`src/hw/data_port_pkg.sv`:
```
// Functional notes
// - Read data sampled only while response valid.
// - Error input counts only with response valid.
// - Write indication high for writes, with request.
// - Write data presented together with request.
// - Checksum protects address phase of each request.
`default_nettype none
package data_port_pkg;
  localparam int DATA_W = 32;
  localparam int ADDR_W = 32;
  localparam int CHK_W = 13;
  localparam int FIFO_DEPTH = 4;
  localparam int MAX_OUTSTANDING = 4;
  localparam logic [CHK_W-1:0] CHK_RESET = 13'h0000;
  localparam logic [DATA_W-1:0] DATA_RESET = 32'h00000000;

  typedef struct packed {
    logic we;
    logic [ADDR_W-1:0] addr;
    logic [3:0] be;
    logic [DATA_W-1:0] wdata;
  } req_t;

  typedef struct packed {
    logic [DATA_W-1:0] rdata;
    logic err;
    logic perr;
    logic we;
  } rsp_t;
endpackage
`default_nettype wire

```
`src/hw/req_fifo.sv`:
```
`timescale 1ns/10ps
`default_nettype none
module req_fifo #(
  parameter int WIDTH = 8,
  parameter int DEPTH = 4
) (
  input wire logic sys_clk,
  input wire logic rstn,
  input wire logic in_valid,
  output logic in_ready,
  input wire logic [WIDTH-1:0] in_data,
  output logic out_valid,
  input wire logic out_ready,
  output logic [WIDTH-1:0] out_data
);
  localparam int PW = $clog2(DEPTH);
  logic [WIDTH-1:0] mem_reg [DEPTH];
  logic [PW-1:0] wp_reg, wp_next, rp_reg, rp_next;
  logic [PW:0] cnt_reg, cnt_next;
  logic push, pop;
  logic ready_reg, ready_next;

  // Ready is registered from the next count so the issuer sees a flop.
  assign in_ready = ready_reg;
  assign out_valid = cnt_reg != '0;
  assign out_data = mem_reg[rp_reg];
  assign push = in_valid && in_ready;
  assign pop = out_valid && out_ready;

  always_comb begin
    wp_next = wp_reg;
    rp_next = rp_reg;
    cnt_next = cnt_reg;
    if (push) begin
      wp_next = (wp_reg == PW'(DEPTH-1)) ? '0 : wp_reg + 1'b1;
    end
    if (pop) begin
      rp_next = (rp_reg == PW'(DEPTH-1)) ? '0 : rp_reg + 1'b1;
    end
    if (push && !pop) begin
      cnt_next = cnt_reg + 1'b1;
    end else if (pop && !push) begin
      cnt_next = cnt_reg - 1'b1;
    end
    ready_next = (cnt_next != (PW+1)'(DEPTH));
  end

  always_ff @(posedge sys_clk or negedge rstn) begin
    if (!rstn) begin
      wp_reg <= '0;
      rp_reg <= '0;
      cnt_reg <= '0;
      ready_reg <= 1'b1;
    end else begin
      wp_reg <= wp_next;
      rp_reg <= rp_next;
      cnt_reg <= cnt_next;
      ready_reg <= ready_next;
    end
  end

  always_ff @(posedge sys_clk) begin
    if (push) begin
      mem_reg[wp_reg] <= in_data;
    end
  end
endmodule
`default_nettype wire

```
`src/hw/core_data_port.sv`:
```
`timescale 1ns/10ps
`default_nettype none
module core_data_port
  import data_port_pkg::*;
#(
  parameter int MAX_OUT = MAX_OUTSTANDING
) (
  input wire logic sys_clk,
  input wire logic rstn,
  input wire logic cmd_valid,
  output logic cmd_ready,
  input wire logic [$bits(req_t)-1:0] cmd,
  output logic data_req,
  input wire logic data_gnt,
  output logic [ADDR_W-1:0] data_addr,
  output logic [3:0] data_be,
  output logic data_we,
  output logic [DATA_W-1:0] data_wdata,
  output logic [CHK_W-1:0] data_achk,
  input wire logic data_rvalid,
  input wire logic data_rvalidpar,
  input wire logic [DATA_W-1:0] data_rdata,
  input wire logic data_err,
  output logic rsp_valid,
  output logic [$bits(rsp_t)-1:0] rsp,
  output logic protocol_err
);
  // Requests queue here so the issuer stalls only once the queue is full.
  logic q_valid, q_ready;
  req_t q_data;
  req_fifo #(.WIDTH($bits(req_t)), .DEPTH(FIFO_DEPTH)) u_fifo (
    .sys_clk(sys_clk),
    .rstn(rstn),
    .in_valid(cmd_valid),
    .in_ready(cmd_ready),
    .in_data(cmd),
    .out_valid(q_valid),
    .out_ready(q_ready),
    .out_data(q_data)
  );

  typedef enum logic [0:0] {IDLE, REQ} st_t;
  localparam int OW = $clog2(MAX_OUT + 1);

  // Control group: where the request phase stands.
  st_t st_reg, st_next;
  logic req_reg, req_next;

  // Payload group: the fields that travel with the request.
  logic we_reg, we_next;
  logic [ADDR_W-1:0] addr_reg, addr_next;
  logic [3:0] be_reg, be_next;
  logic [DATA_W-1:0] wd_reg, wd_next;
  logic [CHK_W-1:0] chk_reg, chk_next;

  // Outstanding group: accesses awaiting a response, one write flag per access.
  logic [OW-1:0] out_reg, out_next;
  logic [MAX_OUT-1:0] wq_reg, wq_next;

  // Response group and the sticky link fault.
  logic rv_reg, rv_next;
  rsp_t rsp_reg, rsp_next;
  logic perr_reg, perr_next;

  logic issue;
  logic accepted;
  logic retire;
  logic stray;
  logic par_bad;
  logic [3:0] addr_par;
  logic [CHK_W-1:0] chk_new;

  // One parity bit per address byte.
  for (genvar g = 0; g < 4; g = g + 1) begin : g_addr_par
    assign addr_par[g] = ^q_data.addr[g*8 +: 8];
  end

  // Odd parity on every group keeps an all-zero bus detectable.
  assign chk_new = ~{{(CHK_W-6){1'b0}}, q_data.we, ^q_data.be, addr_par};

  assign issue = q_valid && q_ready;
  assign accepted = req_reg && data_gnt;
  // A pulse with nothing outstanding is stray and retires nothing.
  assign retire = data_rvalid && (out_reg != '0);
  assign stray = data_rvalid && (out_reg == '0);
  // The parity companion must always be the inverse of the pulse.
  assign par_bad = data_rvalid == data_rvalidpar;
  assign q_ready = (st_reg == IDLE) && (out_reg < OW'(MAX_OUT));

  always_comb begin
    st_next = st_reg;
    req_next = req_reg;
    case (st_reg)
      IDLE: begin
        if (issue) begin
          req_next = 1'b1;
          st_next = REQ;
        end
      end
      REQ: begin
        // The request stands until the grant.
        if (accepted) begin
          req_next = 1'b0;
          st_next = IDLE;
        end
      end
      default: begin
        req_next = 1'b0;
        st_next = IDLE;
      end
    endcase
  end

  always_ff @(posedge sys_clk or negedge rstn) begin
    if (!rstn) begin
      st_reg <= IDLE;
      req_reg <= 1'b0;
    end else begin
      st_reg <= st_next;
      req_reg <= req_next;
    end
  end

  // The payload loads only when a request is issued, so it stays stable until the grant.
  always_comb begin
    we_next = we_reg;
    addr_next = addr_reg;
    be_next = be_reg;
    wd_next = wd_reg;
    chk_next = chk_reg;
    if (issue) begin
      we_next = q_data.we;
      addr_next = q_data.addr;
      be_next = q_data.be;
      wd_next = q_data.wdata;
      chk_next = chk_new;
    end
  end

  always_ff @(posedge sys_clk or negedge rstn) begin
    if (!rstn) begin
      we_reg <= 1'b0;
      addr_reg <= '0;
      be_reg <= '0;
      wd_reg <= DATA_RESET;
      chk_reg <= CHK_RESET;
    end else begin
      we_reg <= we_next;
      addr_reg <= addr_next;
      be_reg <= be_next;
      wd_reg <= wd_next;
      chk_reg <= chk_next;
    end
  end

  // A response pulse retires the oldest outstanding access.
  always_comb begin
    out_next = out_reg + OW'(accepted) - OW'(retire);
    wq_next = wq_reg;
    if (accepted) begin
      wq_next = wq_next | (MAX_OUT'(we_reg) << out_reg);
    end
    if (retire) begin
      wq_next = wq_next >> 1;
    end
  end

  always_ff @(posedge sys_clk or negedge rstn) begin
    if (!rstn) begin
      out_reg <= '0;
      wq_reg <= '0;
    end else begin
      out_reg <= out_next;
      wq_reg <= wq_next;
    end
  end

  always_comb begin
    rv_next = 1'b0;
    rsp_next = rsp_reg;
    if (retire) begin
      rv_next = 1'b1;
      rsp_next.we = wq_reg[0];
      // Read data is taken only in the pulse cycle; a write reports zero.
      rsp_next.rdata = wq_reg[0] ? DATA_RESET : data_rdata;
      rsp_next.err = data_err;
      rsp_next.perr = par_bad;
    end
  end

  always_ff @(posedge sys_clk or negedge rstn) begin
    if (!rstn) begin
      rv_reg <= 1'b0;
      rsp_reg <= '0;
    end else begin
      rv_reg <= rv_next;
      rsp_reg <= rsp_next;
    end
  end

  // Parity mismatch or a stray pulse is sticky until reset.
  always_comb begin
    perr_next = perr_reg;
    if (par_bad || stray) begin
      perr_next = 1'b1;
    end
  end

  always_ff @(posedge sys_clk or negedge rstn) begin
    if (!rstn) begin
      perr_reg <= 1'b0;
    end else begin
      perr_reg <= perr_next;
    end
  end

  assign data_req = req_reg;
  assign data_we = we_reg;
  assign data_addr = addr_reg;
  assign data_be = be_reg;
  assign data_wdata = wd_reg;
  assign data_achk = chk_reg;
  assign rsp_valid = rv_reg;
  assign rsp = rsp_reg;
  assign protocol_err = perr_reg;
endmodule
`default_nettype wire

```
`config.mk`:
```
export PLATFORM = sky130hd
export DESIGN_NAME = core_data_port
export DESIGN_NICKNAME = d
export VERILOG_FILES = /design/src/hw/data_port_pkg.sv /design/src/hw/req_fifo.sv /design/src/hw/core_data_port.sv
export SDC_FILE = /design/constraint.sdc
export NUM_CORES = 1
export LEC_CHECK = 0
export BUFFER_PORTS_ARGS = -buffer_cell sky130_fd_sc_hd__clkbuf_2
export CAP_MARGIN = 20
export CELL_PAD_IN_SITES_DETAIL_PLACEMENT = 1
export CELL_PAD_IN_SITES_GLOBAL_PLACEMENT = 2
export CORE_ASPECT_RATIO = 1.1
export CORE_MARGIN = 2
export CORE_UTILIZATION = 44
export DETAILED_ROUTE_END_ITERATION = 10
export HOLD_SLACK_MARGIN = 0.08
export PLACE_DENSITY_LB_ADDON = 0.1
export SLEW_MARGIN = 20
export SYNTH_ARGS = -nofsm -noshare
export SYNTH_HDL_FRONTEND = slang
export SYNTH_SLANG_ARGS = --single-unit
```
`constraint.sdc`:
```
create_clock -name sys_clk -period 4.2 [get_ports sys_clk]
set_input_delay 0.21 -clock sys_clk [delete_from_list [all_inputs] [get_ports sys_clk]]
set_output_delay 0.21 -clock sys_clk [all_outputs]
set_load 0.005 [all_outputs]
```
-- After elaboration in Yosys (flattened, before gate mapping)
Memories as Yosys holds them, arrays and structs flattened.
Cells that the tools add are included.
- memories: 1
- output and inout bits: 121
- flip-flop bits (word level): 136
- RAM bits: 276
- input port bits: 108
- word-level logic and storage cells: 75
- memory list (memory ; words ; bits a word ; read ports ; clocked after memory_dff ; write ports ; line ; text):
    u_fifo.mem_reg ; 4 ; 69 ; 1 ; 0 ; 1 ; req_fifo.sv:17 ; logic [WIDTH-1:0] mem_reg [DEPTH];
- bitwise logic cells: 3
- order comparisons: 1
- shift operators: 1
- equality and inequality tests: 6
- add/subtract/negate cells: 6
- reduce and logical (&&, ||, !) cells: 21
- multiplexer cells: 16
- operators with widths (operator ; count):
    two-way mux 32 bit ; 1
    parity 8 bit ; 4
    inverter 6 -> 13 bit ; 1
    logical AND 1 bit ; 8
    two-way mux 4 bit ; 2
    two-way mux 1 bit ; 7
    two-way mux 3 bit ; 2
    nonzero test 3 bit ; 2
    adder 2 x 1 -> 2 bit (second input constant) ; 2
    equality test 2 bit (second input constant) ; 2
    two-way mux 2 bit ; 2
    != test 2 x 1 -> 1 bit (second input constant) ; 2
    OR 4 bit ; 1
    one-hot mux 1 bit (2 select lines) ; 2
    parity 4 bit ; 1
    << shifter 1 x 3 -> 4 bit ; 1
    adder 3 x 1 -> 3 bit ; 1
    adder 3 x 1 -> 3 bit (second input constant) ; 1
    logical NOT 3 bit ; 1
    < comparator 3 bit (second input constant) ; 1
    != test 3 bit (second input constant) ; 1
    subtractor 3 x 1 -> 3 bit ; 1
    subtractor 3 x 1 -> 3 bit (second input constant) ; 1
    logical NOT 1 bit ; 2
    5 further kinds ; 5

-- Logic depth before layout (Yosys ltp)
- word-level depth: 7
- depth in mapped cells: 9
- gate-level depth less buffers: 8

-- By module
Synthesis repeated with hierarchy kept, for this count alone.
- cells, all modules: 958
- area total of the unflattened synthesis: 15574.9 sq um
- by module, submodules not included (module ; instances ; sequential area each (sq um) ; area an instance (sq um) ; cells an instance):
    req_fifo ; 1 ; 8489.4 ; 10486.3 ; 413
    core_data_port ; 1 ; 3052.9 ; 5088.6 ; 545

-- Least setup slack after synthesis
Ideal clock, no wire load.
- path type: register to register
- from: register u_fifo.wp_reg[0]
- to: memory u_fifo.mem_reg[2][0] (netlist bit), enable pin
- period minus slack after synthesis: 2.712 ns
- setup time: 0.435 ns
- cell stages (with the launch flop): 4
- path slack: 1.488 ns
- data required time: 3.765 ns
- buffers on the path: 0
- arrival: 2.277 ns
- cell sequence: dfrtp_1 -> inv_1 -> ha_1 -> and3_1
- RTL lines (item ; line ; text):
    from (decl) ; req_fifo.sv:18 ; logic [PW-1:0] wp_reg, wp_next, rp_reg, rp_next;
    from (signal assigned) ; req_fifo.sv:55 ; wp_reg <= wp_next;
    to (decl) ; req_fifo.sv:17 ;
Straight into the memory's write port.

-- Worst setup path in the final report
- from: register u_fifo.rp_reg[0]
- to: register chk_reg[3] (netlist: data_achk[3])
- word-level cells in the longest chain between the ends: 3
- RTL lines (item ; line ; text):
    from (decl) ; req_fifo.sv:18 ;
    from (signal assigned) ; req_fifo.sv:56 ; rp_reg <= rp_next;
    memory (4 x 69 bit) ; n/a ;
    parity 8 bit ; core_data_port.sv:75 ; assign addr_par[g] = ^q_data.addr[g*8 +: 8];
    inverter 6 -> 13 bit ; core_data_port.sv:79 ; assign chk_new = ~{{(CHK_W-6){1'b0}}, q_data.we, ^q_data.be, addr_par};
    to (signal assigned) ; core_data_port.sv:152 ; chk_reg <= chk_next;
    to (decl) ; core_data_port.sv:54 ; logic [CHK_W-1:0] chk_reg, chk_next;
Every way passes these cells.
A chain may end at the register's enable or synchronous reset.

==> qor.txt <==
number of flops mapped to enable cells by yosys = 276
global-route wire length before repair = 55300 um
RSZ-0062 raised after global routing = no
Total GRT Usage = 19.5%
total CTS buffers = 43
Worst-path clk slew = 0.06 ns
IR drop worst, VDD = 0.000374 V
slew of the pin with the lowest slew margin = 1.11 ns
nets = 1417
Async SR Flop Fraction = 32.0%
HPWL Detailed = 20900 um
DRT Pass-1 Iters = 5
register area = 0.0115 sq mm
Final Skew = 0.0212 ns
Crit Path Class = reg -> reg
DRT antenna net count = 0
Die Y = 201 um
Port-buffer cells = 228
max_cap viols = 0
Mapped Avg Cell Area = 16.4 sq um
Die Width = 183 um
GR Overflow Total = 0
antenna violations before repair = 0
worst rel slew slack = 26.3%
core area = 0.0350 sq mm
Max Buffers Root-to-Sink = 3
post-detailed-route via-to-cell ratio = 5.02
wire per inst = 19.7 um
Initial Util = 44.5%
worst-skew pair later-pin latency = 0.55 ns
Multi-input gate area = 0.00377 sq mm
Synth Cell Area = 0.0156 sq mm
Final Core Density = 56.2%
Hold WC Path Type = in -> reg
#FFs+latches synth = 406
status = finished, final reports clean
vias in the first global route = 9786
Setup crit end kind = flip-flop
top_reg_cell synth = edfxtp_1
max FFs per register = 276
fmax = 0.380 GHz
post-cts resize count = 0
Pwr Density = 716 mW/mm^2
Final period util = 62.7%
max-slew violations = 0
placement row count = 72
Root Driver = clkbuf_16
# setup viols final = 0
Final Routed Wirelength = 35100 um
H-tree Lvls = 2
Setup crit start kind = flip-flop
register area share after synthesis = 74.1%
n_diodes = 0
arrival time at the worst endpoint = 3.02 ns
Yosys warning count = 0
fillers = 3394
layout cells sized above 1 = 28.9%
CTS tree = yes
synthesized netlist cell count = 952
DRC Markers = 0
Vias = 8927
syn nets = 1070
setup bufs post-CTS = 0
area grow syn2layout = 26.4%
crit path time final = 2.63 ns
critical path peak fanout = 51
global placement routability congestion = 0.673
library cells used by synthesis = 41
CP required = 4.59 ns
Leak = 8.00 nW
Iteration-0 DRC Markers = 440
I/O pin count = 229
clk sinks = 406
die area = 0.0369 sq mm
largest net degree at the start of global routing = 72
final hold vios = 0
post-route setup TNS = 0 ns
area by class of cell:
class	instances	area share, %
clock inverters	20	1.02
repair buffers	352	11.9
well taps	444	2.82
inverters	10	0.191
flip-flops and latches	406	58.6
multi-input cells	486	19.1
clock buffers	60	6.25
layout by cell type, fill, tap and decap left out, drive strengths merged, types with 5 or more instances in the layout:
cell type,netlist,layout
clkbuf,28,287
nand2,268,268
edfxtp,276,276
clkinv,0,14
dfrtp,129,129
buf,22,18
inv,10,12
nand2b,34,34
dlygate4sd3,0,107
xor2,5,5
mux4,69,69
ha,9,9
xnor2,33,33
o21ai,39,39
metal layers:
layer	GRT usage, %	vias to the layer above	part of all wire [%]
met5	0	-	0
met4	4.86	0	1.9
met3	3.82	47	5.1
met2	34.1	230	51
met1	25.1	4525	42
li1	-	4125	-
metrics by stage:
| stage | total power [W] | setup slack, ns | cells | hold WS [ns] | cell area, sq um |
|---|---|---|---|---|---|
| finish | 0.0141 | 1.57 | 1778 | 0.197 | 19700 |
| global route | 0.0150 | 1.34 | 1778 | 0.210 | 19700 |
| CTS | 0.0143 | 1.49 | 1777 | 0.156 | 19700 |
| detailed placement | 0.0104 | 1.53 | 1590 | 0.314 | 17200 |
| global placement | 0.0103 | 1.60 | 1590 | 0.324 | 17200 |
| floorplan | 0.00888 | 1.49 | 952 | -0.0856 | 15600 |
cell usage after synthesis, drive strengths merged (4+ instances only):
master,instances,area share (%)
and3,4,0.16
buf,22,1.1
clkbuf,28,0.67
dfrtp,129,21
edfxtp,276,53
ha,9,0.72
inv,10,0.24
mux2i,4,0.26
mux4,69,10
nand2,268,6.5
nand2b,34,1.4
o21ai,39,1.3
xnor2,33,2.0
xor2,5,0.28
path summary, 6_finish.rpt:
| check | depth (start not counted) | end | from | slack, ns |
|---|---|---|---|---|
| setup reg to reg | 5 | data_achk[3] | u_fifo.rp_reg[0] | 1.57 |
| hold / removal | 4 | u_fifo.cnt_reg[2] | cmd_valid | 0.20 |
| setup / recovery | 5 | data_achk[3] | u_fifo.rp_reg[0] | 1.57 |
| min in group asynchronous | 2 | rsp[24] | rstn | 0.28 |
| hold reg to reg | 2 | data_wdata[24] | data_wdata[24] | 0.47 |
| max in group asynchronous | 3 | data_wdata[16] | rstn | 2.88 |
where the power goes:
group	switching [W]	total [W]	internal [W]	leakage (nW)
clock network	0.00155	0.00380	0.00225	0.712
logic	0.00211	0.00412	0.00201	3.15
registers	0.000777	0.00618	0.00540	4.13
cells by family after synthesis:
kind of cell	Yosys count	synth area share, %
buffers and inverters	60	2.04
flip-flops	406	74.1
AO/OA/AOI/OAI	49	1.76
multiplexers	73	10.5
AND/OR/NAND/NOR	314	8.29
adder cells (fa/ha/maj)	12	0.980
XOR/XNOR	38	2.33
what timing repair did:
| item | 4_1_cts | 5_1_grt |
|---|---|---|
| endpoints found under the hold margin | 383 | 0 |
| setup endpoints to repair | 0 | 0 |
| hold buffers | 107 | 0 |
worst max-delay path, stage by stage (launching register included):
cell	delay, ns
dfrtp_4	1.12
mux4_1	0.70
xor2_1	0.20
xnor2_1	0.22
xnor2_1	0.14
o21ai_1	0.07
Power figures use the tool's default switching activity.
